$ cat config.mk
export PLATFORM = sky130hd
export DESIGN_NAME = clock_gen
export DESIGN_NICKNAME = d
export VERILOG_FILES = /design/src/design/clock_gen_pkg.sv /design/src/design/clock_gen.sv
export VERILOG_INCLUDE_DIRS = /design/src /design/src/design
export SDC_FILE = /design/constraint.sdc
export NUM_CORES = 1
export LEC_CHECK = 0
export BUFFER_PORTS_ARGS = -buffer_cell sky130_fd_sc_hd__clkbuf_2
export CORE_MARGIN = 2
export CORE_UTILIZATION = 35
export DETAILED_ROUTE_END_ITERATION = 7
export GPL_ROUTABILITY_DRIVEN = 0
export PLACE_DENSITY = 0.5
export SYNTH_ARGS = -nofsm -noshare
export SYNTH_HDL_FRONTEND = slang
export SYNTH_SLANG_ARGS = --single-unit
$ cat constraint.sdc
create_clock -name clk_sys -period 2.1 [get_ports clk_sys]
set_input_delay 0.42 -clock clk_sys [delete_from_list [all_inputs] [get_ports clk_sys]]
set_output_delay 0.42 -clock clk_sys [all_outputs]
set_load 0.01 [all_outputs]
$ cat src/design/clock_gen_regs.svh
// Register offsets, field positions, reset values and wait counts of the clock generator.
// Assumes an 8-bit register port whose byte offsets are relative to the block base.
`ifndef CLOCK_GEN_REGS_SVH
`define CLOCK_GEN_REGS_SVH

// Register offsets
`define CG_OFS_SRC 8'h00
`define CG_OFS_CTL 8'h01
`define CG_OFS_OUTA 8'h04
`define CG_OFS_OUTB 8'h05
`define CG_OFS_WAIT 8'h1D
`define CG_OFS_PCLK 8'h20
`define CG_OFS_CORE_CLOCK 8'h21
`define CG_OFS_STAT 8'h22

// Field positions
`define CG_SRC_SEL_LSB 0
`define CG_SRC_FSEL_LSB 6
`define CG_CTL_FAST_EN 2
`define CG_CTL_SLOW_EN 1
`define CG_OUT_EN_BIT 0
`define CG_OUT_SRC_LSB 2
`define CG_OUT_DIV_LSB 4
`define CG_WAIT_FAST_LSB 0
`define CG_WAIT_SLOW_LSB 4

// Codes and reset values
`define CG_SRC_FAST 2'h0
`define CG_SRC_SLOW 2'h1
`define CG_PCLK_ON 2'h3
`define CG_PCLK_RST 2'h3
`define CG_GEAR_RST 2'h0
`define CG_FAST_WT_RST 2'h0
`define CG_SLOW_WT_RST 2'h0
`define CG_SLOW_WT_SHORT 2'h2

// Stabilization counts in oscillator cycles
`define CG_FAST_WAIT_CODE0 64
`define CG_SLOW_WAIT_LONG 16384
`define CG_SLOW_WAIT_SHORT 4096

`endif

$ cat src/design/clock_gen_pkg.sv
// Types shared by the clock generator and its surroundings.
// Assumes clock_gen_regs.svh supplies the numeric constants.
package clock_gen_pkg;

    // Power mode of the core
    typedef enum logic [1:0] {
        MODE_RUN,
        MODE_HALT,
        MODE_SLEEP
    } power_t;

    // Register port request
    typedef struct packed {
        logic we;
        logic re;
        logic [7:0] addr;
        logic [7:0] wdata;
    } reg_req_t;

    // Clock output pin: level and output enable
    typedef struct packed {
        logic level;
        logic oe;
    } clk_pin_t;

    // One clock output channel
    typedef struct packed {
        logic [1:0] src;
        logic [2:0] div;
        logic en;
        logic [6:0] cnt;
    } out_ch_t;

    // Whole state of the block
    typedef struct packed {
        logic [1:0] s1;
        logic [1:0] s2;
        logic [1:0] s3;
        logic [1:0] fsel;
        logic [1:0] src;
        logic fast_en;
        logic slow_en;
        logic [1:0] fast_wt;
        logic [1:0] slow_wt;
        logic [1:0] pclk;
        logic [1:0] gear;
        logic [15:0] fast_cnt;
        logic [15:0] slow_cnt;
        logic fast_rdy;
        logic slow_rdy;
        logic [2:0] gear_cnt;
        out_ch_t [1:0] ch;
        power_t mode;
        logic [7:0] rdata;
        logic tick_d;
    } state_t;

endpackage

$ cat src/design/clock_gen.sv
// Clock generator control: source select, core gear, peripheral gate, two clock outputs.
// Assumes oscillator levels arrive asynchronously and are sampled on clk_sys; clocks leave
// the block as one-cycle tick enables, clock outputs as pin levels with an output enable.
//
// The address-and-strobe port and the address map are this design's own decisions.
`include "clock_gen_regs.svh"
`timescale 1ns/1ps
`default_nettype none

module clock_gen #(
    parameter int SLOW_WAIT_LONG = `CG_SLOW_WAIT_LONG,
    parameter int SLOW_WAIT_SHORT = `CG_SLOW_WAIT_SHORT
) (
    // Clock and reset
    input wire logic clk_sys,
    input wire logic reset,
    // Register port
    input wire clock_gen_pkg::reg_req_t reg_req,
    output logic [7:0] reg_rdata,
    // Oscillator levels, bit 0 fast, bit 1 slow
    input wire logic [1:0] osc_level,
    output logic fast_osc_run,
    output logic slow_osc_run,
    output logic [1:0] fast_osc_freq_sel,
    // Power control from the core
    input wire logic halt_req,
    input wire logic sleep_req,
    input wire logic irq_wake,
    input wire logic ext_wake,
    input wire logic rtc_run_bit,
    // Clock ticks
    output logic sys_clk_tick,
    output logic core_clock_tick,
    output logic periph_clk_tick,
    output logic slow_timer_tick,
    // Clock output pins
    output clock_gen_pkg::clk_pin_t clk_out_a,
    output clock_gen_pkg::clk_pin_t clk_out_b
);

    // Fast wait in cycles: code 0 is 64, each step halves
    function automatic logic [15:0] fast_wait(input logic [1:0] code);
        fast_wait = 16'(`CG_FAST_WAIT_CODE0) >> code;
    endfunction

    // Bit n-1 of a ripple count gives division by 2^n
    function automatic logic div_level(input logic [6:0] cnt, input logic [2:0] n, input logic base);
        div_level = (n == 3'h0) ? base : cnt[3'(n - 3'h1)];
    endfunction

    clock_gen_pkg::state_t st_r;
    clock_gen_pkg::state_t st_nxt;
    logic [1:0] tick;
    logic fast_run;
    logic slow_run;
    logic sys_tick;
    logic [15:0] slow_wait;
    logic [2:0] gear_mask;
    logic [1:0] ch_tick;
    logic [1:0] ch_base;
    logic [1:0] ch_rdy;
    logic [1:0] ch_level;
    logic [1:0] tgt;

    // Oscillator edges from the second and third sampling stages
    assign tick = st_r.s2 & ~st_r.s3;

    // Oscillators run by enable, slow kept in sleep by rtc run
    assign fast_run = st_r.fast_en && (st_r.mode != clock_gen_pkg::MODE_SLEEP);
    assign slow_run = st_r.slow_en && ((st_r.mode != clock_gen_pkg::MODE_SLEEP) || rtc_run_bit);

    assign slow_wait = (st_r.slow_wt == `CG_SLOW_WT_SHORT) ? 16'(SLOW_WAIT_SHORT) : 16'(SLOW_WAIT_LONG);

    // System tick follows the selected, stable source, none in sleep
    always_comb begin
        sys_tick = 1'b0;
        if (st_r.mode != clock_gen_pkg::MODE_SLEEP) begin
            if (st_r.src == `CG_SRC_FAST) begin
                sys_tick = tick[0] & st_r.fast_rdy;
            end else begin
                sys_tick = tick[1] & st_r.slow_rdy;
            end
        end
        // No tick right after another across a source change
        if (st_r.tick_d) begin
            sys_tick = 1'b0;
        end
    end

    // Gear mask selects 1, 2, 4 or 8 system ticks per core tick
    assign gear_mask = 3'((4'h1 << st_r.gear) - 4'h1);

    // Per-channel source, readiness and divided level
    always_comb begin
        for (int i = 0; i < 2; i++) begin
            ch_tick[i] = 1'b0;
            ch_base[i] = 1'b0;
            ch_rdy[i] = 1'b0;
            // Source choice, reserved codes give no clock
            if (st_r.ch[i].src == `CG_SRC_FAST) begin
                ch_tick[i] = tick[0];
                ch_base[i] = st_r.s2[0];
                ch_rdy[i] = st_r.fast_rdy;
            end else if (st_r.ch[i].src == `CG_SRC_SLOW) begin
                ch_tick[i] = tick[1];
                ch_base[i] = st_r.s2[1];
                ch_rdy[i] = st_r.slow_rdy;
            end
            // Divided level, held low until source stable
            ch_level[i] = ch_rdy[i] & div_level(st_r.ch[i].cnt, st_r.ch[i].div, ch_base[i]);
        end
    end

    assign tgt = reg_req.wdata[`CG_SRC_SEL_LSB +: 2];

    // Next state
    always_comb begin
        st_nxt = st_r;
        // Two-stage sampling, third stage only for edge detection
        st_nxt.s1 = osc_level;
        st_nxt.s2 = st_r.s1;
        st_nxt.s3 = st_r.s2;
        // Remember the last system tick for the switch guard
        st_nxt.tick_d = sys_tick;

        // Fast stabilization counted in fast cycles
        if (!fast_run) begin
            st_nxt.fast_cnt = 16'h0000;
            st_nxt.fast_rdy = 1'b0;
        end else if (!st_r.fast_rdy && tick[0]) begin
            if (st_r.fast_cnt >= fast_wait(st_r.fast_wt) - 16'h0001) begin
                st_nxt.fast_rdy = 1'b1;
            end else begin
                st_nxt.fast_cnt = st_r.fast_cnt + 16'h0001;
            end
        end

        // Slow stabilization counted in slow cycles
        if (!slow_run) begin
            st_nxt.slow_cnt = 16'h0000;
            st_nxt.slow_rdy = 1'b0;
        end else if (!st_r.slow_rdy && tick[1]) begin
            if (st_r.slow_cnt >= slow_wait - 16'h0001) begin
                st_nxt.slow_rdy = 1'b1;
            end else begin
                st_nxt.slow_cnt = st_r.slow_cnt + 16'h0001;
            end
        end

        // Gear counter advances on system ticks
        if (sys_tick) begin
            st_nxt.gear_cnt = st_r.gear_cnt + 3'h1;
        end

        // Output counters run on their source once stable
        for (int i = 0; i < 2; i++) begin
            if (!ch_rdy[i]) begin
                st_nxt.ch[i].cnt = 7'h00;
            end else if (ch_tick[i]) begin
                st_nxt.ch[i].cnt = st_r.ch[i].cnt + 7'h01;
            end
        end

        // Register writes
        if (reg_req.we) begin
            case (reg_req.addr)
                `CG_OFS_SRC: begin
                    st_nxt.fsel = reg_req.wdata[`CG_SRC_FSEL_LSB +: 2];
                    // Switch only to an enabled, stable oscillator
                    if ((tgt == `CG_SRC_FAST && st_r.fast_en && st_r.fast_rdy)
                        || (tgt == `CG_SRC_SLOW && st_r.slow_en && st_r.slow_rdy)) begin
                        st_nxt.src = tgt;
                    end
                end
                `CG_OFS_CTL: begin
                    st_nxt.fast_en = reg_req.wdata[`CG_CTL_FAST_EN] | (st_r.src == `CG_SRC_FAST);
                    st_nxt.slow_en = reg_req.wdata[`CG_CTL_SLOW_EN] | (st_r.src == `CG_SRC_SLOW);
                end
                `CG_OFS_OUTA, `CG_OFS_OUTB: begin
                    st_nxt.ch[reg_req.addr[0]].en = reg_req.wdata[`CG_OUT_EN_BIT];
                    st_nxt.ch[reg_req.addr[0]].src = reg_req.wdata[`CG_OUT_SRC_LSB +: 2];
                    st_nxt.ch[reg_req.addr[0]].div = reg_req.wdata[`CG_OUT_DIV_LSB +: 3];
                end
                `CG_OFS_WAIT: begin
                    st_nxt.fast_wt = reg_req.wdata[`CG_WAIT_FAST_LSB +: 2];
                    st_nxt.slow_wt = reg_req.wdata[`CG_WAIT_SLOW_LSB +: 2];
                end
                `CG_OFS_PCLK: st_nxt.pclk = reg_req.wdata[1:0];
                `CG_OFS_CORE_CLOCK: st_nxt.gear = reg_req.wdata[1:0];
                default: ;
            endcase
        end

        // Power mode sequencing
        case (st_r.mode)
            clock_gen_pkg::MODE_RUN: begin
                if (sleep_req) begin
                    st_nxt.mode = clock_gen_pkg::MODE_SLEEP;
                end else if (halt_req) begin
                    // Halt stops only the core clock
                    st_nxt.mode = clock_gen_pkg::MODE_HALT;
                end
            end
            clock_gen_pkg::MODE_HALT: begin
                if (irq_wake || ext_wake) begin
                    st_nxt.mode = clock_gen_pkg::MODE_RUN;
                end
            end
            clock_gen_pkg::MODE_SLEEP: begin
                // External wake restarts on the fast oscillator
                if (ext_wake) begin
                    st_nxt.mode = clock_gen_pkg::MODE_RUN;
                    st_nxt.fast_en = 1'b1;
                    st_nxt.src = `CG_SRC_FAST;
                end
            end
            default: st_nxt.mode = clock_gen_pkg::MODE_RUN;
        endcase

        // Read data, valid the cycle after the strobe
        st_nxt.rdata = 8'h00;
        if (reg_req.re) begin
            case (reg_req.addr)
                `CG_OFS_SRC: st_nxt.rdata = {st_r.fsel, 4'h0, st_r.src};
                `CG_OFS_CTL: st_nxt.rdata = {5'h00, st_r.fast_en, st_r.slow_en, 1'b0};
                `CG_OFS_OUTA, `CG_OFS_OUTB: st_nxt.rdata = {1'b0, st_r.ch[reg_req.addr[0]].div,
                    st_r.ch[reg_req.addr[0]].src, 1'b0, st_r.ch[reg_req.addr[0]].en};
                `CG_OFS_WAIT: st_nxt.rdata = {2'h0, st_r.slow_wt, 2'h0, st_r.fast_wt};
                `CG_OFS_PCLK: st_nxt.rdata = {6'h00, st_r.pclk};
                `CG_OFS_CORE_CLOCK: st_nxt.rdata = {6'h00, st_r.gear};
                `CG_OFS_STAT: st_nxt.rdata = {4'h0, st_r.mode == clock_gen_pkg::MODE_SLEEP,
                    st_r.mode == clock_gen_pkg::MODE_HALT, st_r.slow_rdy, st_r.fast_rdy};
                default: st_nxt.rdata = 8'h00;
            endcase
        end
    end

    // State register
    always_ff @(posedge clk_sys) begin
        if (reset) begin
            st_r <= '0;
            // Fast oscillator selected and enabled after reset
            st_r.src <= `CG_SRC_FAST;
            st_r.fast_en <= 1'b1;
            st_r.slow_en <= 1'b0;
            st_r.fast_wt <= `CG_FAST_WT_RST;
            st_r.slow_wt <= `CG_SLOW_WT_RST;
            st_r.pclk <= `CG_PCLK_RST;
            st_r.gear <= `CG_GEAR_RST;
            st_r.mode <= clock_gen_pkg::MODE_RUN;
        end else begin
            st_r <= st_nxt;
        end
    end

    // Ticks and oscillator controls
    assign sys_clk_tick = sys_tick;
    // Core tick on every 2^gear system ticks, none in halt
    assign core_clock_tick = sys_tick && ((st_r.gear_cnt & gear_mask) == 3'h0)
        && (st_r.mode == clock_gen_pkg::MODE_RUN);
    // Peripheral tick is the gated system tick
    assign periph_clk_tick = sys_tick && (st_r.pclk == `CG_PCLK_ON);
    // Timer tick from the slow oscillator, free of the gate
    assign slow_timer_tick = tick[1] & st_r.slow_rdy;
    assign fast_osc_run = fast_run;
    assign slow_osc_run = slow_run;
    assign fast_osc_freq_sel = st_r.fsel;
    assign reg_rdata = st_r.rdata;

    // Pins follow the enable bit directly
    assign clk_out_a.level = st_r.ch[0].en & ch_level[0];
    assign clk_out_a.oe = st_r.ch[0].en;
    assign clk_out_b.level = st_r.ch[1].en & ch_level[1];
    assign clk_out_b.oe = st_r.ch[1].en;

endmodule // clock_gen

`default_nettype wire

==> flow_metrics.py, run 1 <==
metrics = {
    "finish": {
        "instances_no_fill": 788,
        "syn_to_final_growth_pct": 20.7,
        "drive_above_1_share_pct": 24.5,
        "final_util_pct": 42.8,
        "antenna_cells": 0,
        "final_nets": 645,
        "fin_area_sq_um": 5890,
    },
    "placed_design": {
        "portBuffers": 46,
        "post_dp_cell_area_sq_um": 5470,
        "post-place-ws_ns": -0.0891,
        "dp_hpwl_um": 9060,
        "place_inst": 769,
    },
    "clocking": {
        "cts_buffer_depth": 2,
        "root_buffer": "clkbuf_16",
        "clkLatencyLatePin_ns": 0.35,
        "cts_buffers": 9,
        "clk_pin_slew_ns": 0.07,
        "cts.sinks": 94,
        "htreeDepth": 3,
        "cts_tree": "yes",
    },
    "synth": {
        "synth_edf_count": 0,
        "ys_warn_count": 0,
        "syn_area_per_cell_sq_um": 9.07,
        "synth_seq_cells": 94,
        "syn_area_sq_um": 4880,
        "syn-num-nets": 579,
        "async_reset_ff_share_pct": 0,
        "synth_top_area_share_pct": 38.6,
        "synth_area_leaders": "dfxtp_1 39%, mux2i_1 8.6%, ha_1 3.6%",
        "synth-main-ff-cell": "dfxtp_1",
        "netlist.top_cell.by_area": "dfxtp_1",
        "syn_inst": 538,
        "ys_types": 64,
        "ys_seq_area_share_pct": 38.6,
    },
    "worst_setup_path": {
        "critPathCaptureType": "primary output",
        "start_kind": "flip-flop",
        "r2r_start": "st_r[79]",
        "crit_arrival_ns": 1.86,
        "rrSetupSlack_ns": 0.16,
        "critPathTopFamily": "compound AO/OA/AOI/OAI gates",
        "path_class": "flip-flop to primary output",
        "cpMostUsedCell": "mux2i_1",
        "crit_buf_inv": 2,
        "cp_slowest_cell": "dfxtp_2",
        "cp_slowest_stage_delay_ns": 0.33,
        "path_cells": "inv_2, ha_4, mux2i_1, o21ai_1, mux2i_1, a221oi_2, buf_2",
        "cp.required_ns": 1.68,
        "worstSetupStartpoint": "st_r[33]",
        "cp_max_fo": 3,
    },
    "min_path": {
        "hp-start": "osc_level[1]",
        "hp-class": "input pin to flip-flop",
    },
    "route": {
        "wl_um": 12100,
        "num_vias": 4102,
        "highest_layer": "met4",
        "dr.first_iter.drc_count": 254,
        "firstDrtPassIters": 5,
        "via_per_inst": 5.21,
        "wl_met3_um": 396,
        "ant_nets": 0,
        "routed-wl-met2_um": 5400,
        "drcViolationCount": 0,
        "met1_length_um": 6070,
        "post_drt_wl_per_cell_um": 15.4,
    },
    "sta": {
        "skew_ns": 0.00805,
        "worst_slew_pin_slew_ns": 0.474,
        "hold_viol_final": 0,
        "worst_slack_ns": -0.180,
        "setup_viol": 4,
        "rsz0062_at_grt": "true",
        "min_period_over_period_pct": 109,
        "slew_headroom_pct": 68.1,
        "clock.fmax_ghz": 0.439,
        "drv_slew": 0,
        "setup_tns_ns": -0.374,
        "period_needed_ns": 2.28,
    },
    "power_and_ir_drop": {
        "power.density_nw_per_um2": 610,
        "p_leak_nw": 2.29,
        "irDropWorstVdd_v": 0.000383,
    },
    "global_routing": {
        "grt_overflow": 0,
        "grt_pass1_vias": 3956,
        "antenna_found_initial": 0,
        "track_usage_pct": 17.3,
        "grt_first_pass_wirelength_um": 20000,
        "grt_start_max_net_pins": 20,
    },
    "die": {
        "die-area_sq_um": 14900,
        "die_x_um": 122,
        "initial_core_util_pct": 35.4,
        "ios": 47,
        "die_height_um": 122,
        "coreArea_sq_um": 13800,
        "num_rows": 43,
    },
    "outcome": {
        "violations": "negative setup slack",
        "status": "complete, but fails checks",
    },
    "flow_run": {
        "cap_violations": 0,
    },
}
layer usage:
metal	GRT usage (%)	up-vias
li1	-	2075
met3	2.81	19
met4	7.97	0
met1	23.2	1952
met5	0	-
met2	27.3	56
state kept, by name, indices dropped and copies added, names as in the netlist:
signal	count
clk_out_a	1
clk_out_b	1
fast_osc_freq_sel	2
reg_rdata	8
st_nxt	4
st_r	78
power by group:
part / switching, mW / internal, mW
Clock: 0.688 / 0.915
Combinational: 0.119 / 0.0776
Sequential: 0.00519 / 1.79
Total: 0.812 / 2.78
worst paths after layout:
check	cells after the start	to
hold reg to reg	1	st_nxt[88]
hold / removal	2	st_nxt[91]
setup reg to reg	7	st_r[45]
setup / recovery	7	clk_out_b[1]
final cells by class:
class,instances,area (sq um)
Tap cell,180,225
Clock buffer,11,233
Timing Repair Buffer,87,554
Fill cell,1393,7880
Clock inverter,4,48.8
Multi-Input combinational cell,394,2870
Sequential cell,94,1890
Inverter,18,70.1
cell usage in the layout, fill, tap and decap left out, drive strengths merged, types with 6 or more instances in the layout:
| cell type | instances |
|---|---|
| a2111oi | 8 |
| a21oi | 21 |
| and2 | 15 |
| buf | 44 |
| clkbuf | 54 |
| dfxtp | 94 |
| ha | 14 |
| inv | 18 |
| mux2i | 42 |
| nand2 | 41 |
| nand2b | 13 |
| nand3 | 21 |
| nand3b | 6 |
| nand4 | 12 |
| nor2 | 45 |
| nor2b | 15 |
| nor3 | 12 |
| nor4 | 11 |
| o21ai | 13 |
| o31ai | 8 |
| or2 | 6 |
| or3 | 7 |
| or4 | 9 |
| xnor2 | 12 |
per-stage QoR:
| stage | power (mW) | hold WS [ns] |
|---|---|---|
| final | 3.60 | 0.321 |
| after floorplan | 1.93 | 0.414 |
| after global routing | 3.73 | 0.327 |
| after global placement | 2.02 | 0.425 |
| after detailed placement | 2.03 | 0.435 |
| after CTS | 3.64 | 0.304 |
synthesized netlist by cell type (8+ instances only):
master and number:
nor2_1 45, xnor2_1 12, inv_1 18, or4_1 8
dfxtp_1 94, nor4_1 8, and2_1 15, o31ai_1 8
buf_4 12, mux2i_1 42, o21ai_0 13, ha_1 14
clkbuf_1 13, a21oi_1 21, nor3_1 12, nand2b_1 13
nand3_1 21, nor2b_1 15, nand4_1 10, nand2_1 41
logic make-up (layout without fill, tap and decap cells):
logic type,count (synthesis),count (layout),share of synthesized area (%)
compound gates,91,91,13.8
xor+xnor,12,12,2.15
fa+ha+maj,14,14,3.59
buf+inv,50,120,4.90
flops,94,94,38.6
mux,45,45,9.77
simple gates,232,232,27.2
timing repair:
item                       4_1_cts  5_1_grt
hold buffers                     0        0
setup buffers                    3        1
pin swaps                       11        5
resized for setup               25       10
setup endpoints to repair        5       17
(Power assumes the default switching activity.)
==> inputs of run 2 (changes only) <==
==> constraint.sdc (replaced) <==
create_clock -name clk_sys -period 2.28 [get_ports clk_sys]
set_input_delay 0.456 -clock clk_sys [delete_from_list [all_inputs] [get_ports clk_sys]]
set_output_delay 0.456 -clock clk_sys [all_outputs]
set_load 0.01 [all_outputs]
==> run 2 against run 1 <==
Effect of this change: the flow still finishes with violations (negative setup slack); flip-flop and latch count did not move; die area stayed put; global-route usage shrank 0.16 points; clock skew fell by 0.00096 ns; combinational power fell by 12%; wire length shrank 0.40%; cell area is 1.4% lower; clock-buffer cell count fell by 2; via count decreased by 0.17%; largest cell class unchanged.
==> flow_metrics.py, run 2 (same netlist as run 1, synthesis figures left out) <==
metrics = {
    "outcome": {
        "status": "complete, but fails checks",
        "violations": "negative setup slack",
    },
    "min_path": {
        "hp-class": "input pin to flip-flop",
    },
    "finish": {
        "final_common_cell": "dfxtp_1",
        "final_nets": 630,
        "mostFrequentLayoutCells": "86 x dfxtp_1, 45 x nor2_1, 43 x clkbuf_2, 42 x mux2i_1, 41 x nand2_1",
        "antenna_cells": 0,
        "largest-register": "st_r",
        "syn_to_final_growth_pct": 19.0,
        "final_util_pct": 42.2,
        "largest_reg_flops": 78,
        "drive_above_1_share_pct": 23.2,
    },
    "die": {
        "ios": 47,
        "coreArea_sq_um": 13800,
        "die_x_um": 122,
        "num_rows": 43,
        "die-area_sq_um": 14900,
        "initial_core_util_pct": 35.4,
        "die_height_um": 122,
    },
    "placed_design": {
        "portBuffers": 46,
        "dp_hpwl_um": 8980,
    },
    "power_and_ir_drop": {
        "clock_power_share_pct": 49.0,
        "power.density_nw_per_um2": 617,
        "intPower_mw": 2.79,
        "p_switching_mw": 0.792,
        "swShare_pct": 22.1,
        "power_mw": 3.58,
        "power_frac_comb_pct": 4.8,
        "seq_power_share_pct": 46.2,
        "p_leak_nw": 2.26,
        "irDropWorstVdd_v": 0.000320,
    },
    "route": {
        "wl_um": 12100,
        "ant_nets": 0,
        "drcViolationCount": 0,
        "num_vias": 4095,
        "post_drt_wl_per_cell_um": 15.6,
        "firstDrtPassIters": 4,
        "dr.first_iter.drc_count": 203,
        "via_per_inst": 5.29,
    },
    "worst_setup_path": {
        "critPathCaptureType": "primary output",
        "path_class": "flip-flop to primary output",
        "rrSetupSlack_ns": 0.15,
        "start_kind": "flip-flop",
        "cp_max_fo": 3,
        "cp.required_ns": 1.82,
        "crit_arrival_ns": 1.83,
    },
    "sta": {
        "min_period_over_period_pct": 100,
        "setup_viol": 1,
        "worst_slack_ns": -0.00730,
        "setup_tns_ns": -0.00730,
        "hold_viol_final": 0,
        "rsz0062_at_grt": "true",
        "slew_headroom_pct": 59.3,
        "skew_ns": 0.00709,
        "clock.fmax_ghz": 0.437,
        "drv_slew": 0,
        "worst_slew_pin_slew_ns": 0.608,
        "period_needed_ns": 2.29,
    },
    "global_routing": {
        "use_met3_pct": 3.14,
        "grt_pass1_vias": 3855,
        "grt_overflow": 0,
        "grt_util_met2_pct": 26.8,
        "grt_first_pass_wirelength_um": 20000,
        "track_usage_pct": 17.1,
        "antenna_found_initial": 0,
        "grt_start_max_net_pins": 20,
        "busiest_layer": "met2",
        "use_met1_pct": 23.0,
    },
    "flow_run": {
        "cap_violations": 0,
    },
    "clocking": {
        "cts_hold_buf": 0,
        "cts_tree": "yes",
        "cts_buffer_depth": 2,
        "clk_pin_slew_ns": 0.07,
        "clkLatencyLatePin_ns": 0.35,
        "cts.sinks": 94,
        "htreeDepth": 3,
        "root_buffer": "clkbuf_16",
        "cts_buffers": 9,
    },
}
-- run 2: changes by cell type in the layout (fill, tap and decap cells not counted), sizes merged --
cell,change
buf,-15
bufinv,+2
clkbuf,-2
inv,+2
clkinv,-1
-- run 2: metal layers --
metal / wire length [um] / vias to the layer above
li1: - / 2053
met1: 5830 / 1949
met2: 5510 / 77
met3: 482 / 16
met4: 268 / 0
met5: 0 / -
-- run 2: power groups by stage --
stage,sequential [mW],combinational [mW],clock [mW]
3_5_place_dp,1.69,0.169,0
2_1_floorplan,1.69,0.0853,0
5_1_grt,1.65,0.189,1.87
4_1_cts,1.65,0.171,1.81
3_3_place_gp,1.69,0.167,0
6_report,1.65,0.172,1.76
-- run 2: metrics by stage --
| step | setup slack, ns | hold WS, ns | cells | instance area, sq um |
|---|---|---|---|---|
| 2_1_floorplan | 0.215 | 0.414 | 538 | 4880 |
| 3_3_place_gp | 0.169 | 0.429 | 754 | 5340 |
| 3_5_place_dp | 0.0440 | 0.424 | 754 | 5340 |
| 4_1_cts | -0.0414 | 0.309 | 774 | 5780 |
| 5_1_grt | -0.0784 | 0.332 | 774 | 5810 |
| 6_report | -0.00730 | 0.316 | 774 | 5810 |
-- run 2: what timing repair did --
item / in CTS / in global routing
setup buffers: 4 / 0
endpoints found under the hold margin: 0 / 0
pin swaps: 8 / 4
resized for setup: 22 / 11
setup endpoints to repair: 4 / 4
-- run 2: area by class of cell --
cell class / count / area (sq um)
inverters: 18 / 70.1
multi-input cells: 394 / 2850
clock buffers: 9 / 225
fillers: 1398 / 7960
repair buffers: 72 / 425
well taps: 180 / 225
clock inverters: 7 / 118
flip-flops and latches: 94 / 1890
-- run 2: worst max-delay path, stage by stage (launching register included) --
cell and delay [ns]:
dfxtp_2 0.34, inv_2 0.05, ha_4 0.25, mux2i_1 0.13, o21ai_2 0.15, mux2i_1 0.11
a221oi_2 0.27, buf_2 0.17
-- run 2: worst paths after layout --
| check | startpoint | to | depth (start not counted) |
|---|---|---|---|
| max reg2reg | st_r[79] | st_r[47] | 7 |
| max | st_r[33] | clk_out_b[1] | 7 |
| min | osc_level[0] | st_nxt[90] | 2 |
| min reg2reg | st_nxt[91] | st_nxt[89] | 1 |
==> inputs of run 3 (changes only) <==
--- a/config.mk
+++ b/config.mk
@@ -6,6 +6,7 @@
 export SDC_FILE = /design/constraint.sdc
 export NUM_CORES = 1
 export LEC_CHECK = 0
+export ABC_AREA = 1
 export BUFFER_PORTS_ARGS = -buffer_cell sky130_fd_sc_hd__clkbuf_2
 export CORE_MARGIN = 2
 export CORE_UTILIZATION = 35
==> run 3 against run 2 <==
Effect of this change: the run now ends clean; setup slack gained 0.022 ns; non-clock buffer count decreased by 17; wire length down 0.66%; combinational power decreased by 5%; register-to-register slack better by 0.33 ns; core utilization is 1.3 points lower; sequential power barely moved; critical path type unchanged; largest cell class unchanged; largest power group is now registers.
==> flow_metrics.py, run 3 <==
metrics = {
    "worst_setup_path": {
        "start_kind": "flip-flop",
        "ff2ff_path_depth": 11,
        "worstSetupEndpoint": "clk_out_b[1]",
        "rrSetupSlack_ns": 0.48,
        "cp_max_fo": 5,
        "cp.required_ns": 1.82,
        "cp_slowest_stage_delay_ns": 0.38,
        "path_cells": "clkinvlp_4, ha_4, a21oi_2, o21ai_1, nand3_1, nand3_1, nand2_1, inv_1, clkbuf_2",
        "cpMostUsedCell": "nand3_1",
        "worstSetupStartpoint": "st_r[32]",
        "reg2reg_to": "st_r[58]",
        "r2r_start": "st_r[81]",
        "cp_num_cells": 9,
        "critPathCaptureType": "primary output",
        "critPathTopFamily": "flip-flops",
        "path_class": "flip-flop to primary output",
        "crit_arrival_ns": 1.81,
        "cp_slowest_cell": "dfxtp_4",
        "crit_buf_inv": 3,
    },
    "sta": {
        "hold_ws_ns": 0.313,
        "slew_headroom_pct": 63.0,
        "hold_viol_final": 0,
        "worst_slack_ns": 0.0143,
        "rsz0062_at_grt": "true",
        "setup_viol": 0,
        "period_needed_ns": 2.27,
        "worst_slew_pin_slew_ns": 0.553,
        "min_period_over_period_pct": 99.4,
        "drv_slew": 0,
        "skew_ns": 0.00515,
        "clock.fmax_ghz": 0.441,
    },
    "die": {
        "initial_core_util_pct": 35.7,
        "num_rows": 43,
        "die-area_sq_um": 15100,
        "die_x_um": 123,
        "die_height_um": 123,
        "ios": 47,
        "coreArea_sq_um": 13800,
    },
    "route": {
        "wl_um": 12000,
        "post_drt_wl_per_cell_um": 12.8,
        "firstDrtPassIters": 5,
        "num_vias": 4488,
        "via_per_inst": 4.77,
        "dr.first_iter.drc_count": 227,
        "drcViolationCount": 0,
        "ant_nets": 0,
    },
    "global_routing": {
        "grt_overflow": 0,
        "grt_first_pass_wirelength_um": 20300,
        "grt_start_max_net_pins": 29,
        "track_usage_pct": 17.0,
        "antenna_found_initial": 0,
        "grt_pass1_vias": 4304,
    },
    "synth": {
        "syn-num-nets": 755,
        "synth_seq_cells": 94,
        "ys_warn_count": 0,
        "synth-main-ff-cell": "dfxtp_1",
        "syn_area_per_cell_sq_um": 6.92,
        "synthMuxAreaShare_pct": 0,
        "synth_compound_area_share_pct": 14.2,
        "synth_top_family_by_area": "simple AND/OR/NAND/NOR gates",
        "synth-simple-area-share_pct": 29.9,
        "async_reset_ff_share_pct": 0,
        "ys_seq_area_share_pct": 38.1,
        "netlist.top_cell.by_area": "dfxtp_1",
        "syn_area_sq_um": 4940,
        "synth_common_cells": "155 x nand2_1, 104 x inv_1, 94 x dfxtp_1, 94 x nor2_1, 66 x a21oi_1",
        "synth_top_area_share_pct": 38.1,
        "synth_fa_ha_area_share_pct": 3.55,
        "synth_area_leaders": "dfxtp_1 38%, nand2_1 12%, inv_1 7.9%",
        "synth_edf_count": 0,
        "syn_inst": 714,
        "yosysMostFrequentCell": "nand2_1",
        "synth_xor_area_share_pct": 2.66,
        "ys_types": 39,
    },
    "flow_run": {
        "cap_violations": 0,
    },
    "clocking": {
        "cts_buffers": 9,
        "root_buffer": "clkbuf_16",
        "cts_tree": "yes",
        "cts_hold_buf": 0,
        "clkLatencyLatePin_ns": 0.35,
        "cts_buffer_depth": 2,
        "cts.sinks": 94,
        "htreeDepth": 3,
        "clk_pin_slew_ns": 0.07,
    },
    "power_and_ir_drop": {
        "irDropWorstVdd_v": 0.000409,
        "p_leak_nw": 2.34,
        "power.density_nw_per_um2": 582,
    },
    "placed_design": {
        "dp_hpwl_um": 8910,
        "portBuffers": 46,
        "post-place-ws_ns": 0.245,
        "post_dp_cell_area_sq_um": 5250,
    },
    "outcome": {
        "status": "completed",
    },
    "finish": {
        "antenna_cells": 0,
        "drive_above_1_share_pct": 15.2,
        "largest-register": "st_r",
        "mostFrequentLayoutCells": "155 x nand2_1, 102 x inv_1, 94 x nor2_1, 91 x dfxtp_1, 64 x a21oi_1",
        "syn_to_final_growth_pct": 14.5,
        "final_common_cell": "nand2_1",
        "final_nets": 797,
        "largest_reg_flops": 78,
        "fin_area_sq_um": 5660,
    },
    "min_path": {
        "hp-class": "input pin to flip-flop",
    },
}
run 3: cell count changes in the layout (fill, tap and decap cells not counted), moves of 17 or more:
cell,delta
a21oi_1,+43
buf_4,-17
inv_1,+89
mux2i_1,-42
nand2_1,+114
nor2_1,+49
o21ai_0,+30
run 3: final cells by class:
class                   instances  area (sq um)
clock buffers                  14           274
repair buffers                 55           298
clock inverters                 2          15.0
multi-input cells             489          2540
well taps                     180           225
fillers                      1458          8170
flip-flops and latches         94          1890
inverters                     107           409
run 3: worst min-delay path by stage:
stage / endpoint / cells past startpoint / slack (ns) / from
2_1_floorplan: st_nxt[88] / 2 / 0.39 / st_nxt[90]
3_3_place_gp: st_nxt[89] / 2 / 0.41 / st_nxt[91]
3_5_place_dp: st_nxt[89] / 2 / 0.41 / st_nxt[91]
4_1_cts: st_nxt[91] / 3 / 0.31 / osc_level[1]
5_1_grt: st_nxt[91] / 3 / 0.32 / osc_level[1]
6_report: st_nxt[91] / 3 / 0.31 / osc_level[1]
run 3: power by group:
group / internal, mW / leakage, nW / switching, mW / total (mW)
combinational: 0.0517 / 1.45 / 0.112 / 0.163
clock: 0.831 / 0.135 / 0.644 / 1.47
sequential: 1.65 / 0.761 / 0.00684 / 1.66
run 3: routing by layer:
metal / wire (um) / vias up / global-route usage (%)
met1: 5810 / 2021 / 22.6
met2: 5450 / 102 / 26.8
met3: 479 / 24 / 3.58
met5: 0 / - / 0
li1: - / 2341 / -
met4: 278 / 0 / 6.90
run 3: worst min-delay path, cell delays in order:
cell      delay (ns)
clkbuf_2        0.08
inv_1           0.05
nor2_1          0.03
run 3: logic make-up after synthesis:
family / Yosys count
flip-flops: 94
XOR/XNOR: 15
buffers and inverters: 131
adder cells (fa/ha/maj): 14
AO/OA/AOI/OAI: 129
AND/OR/NAND/NOR: 331
run 3: per-stage QoR:
stage               total power, mW  std cells  setup TNS, ns  utilization [%]
floorplan                      1.79        714              0                -
global placement               1.86        919              0             38.0
detailed placement             1.86        919              0             38.0
CTS                            3.33        935              0             40.3
global route                   3.42        941         -0.111             40.9
finish                         3.29        941              0             40.9
run 3: timing repair:
item                       in CTS  in global routing
gates resized for setup         6                 15
setup endpoints to repair       3                  3
pin swaps                       1                  4
buffers inserted                0                  6
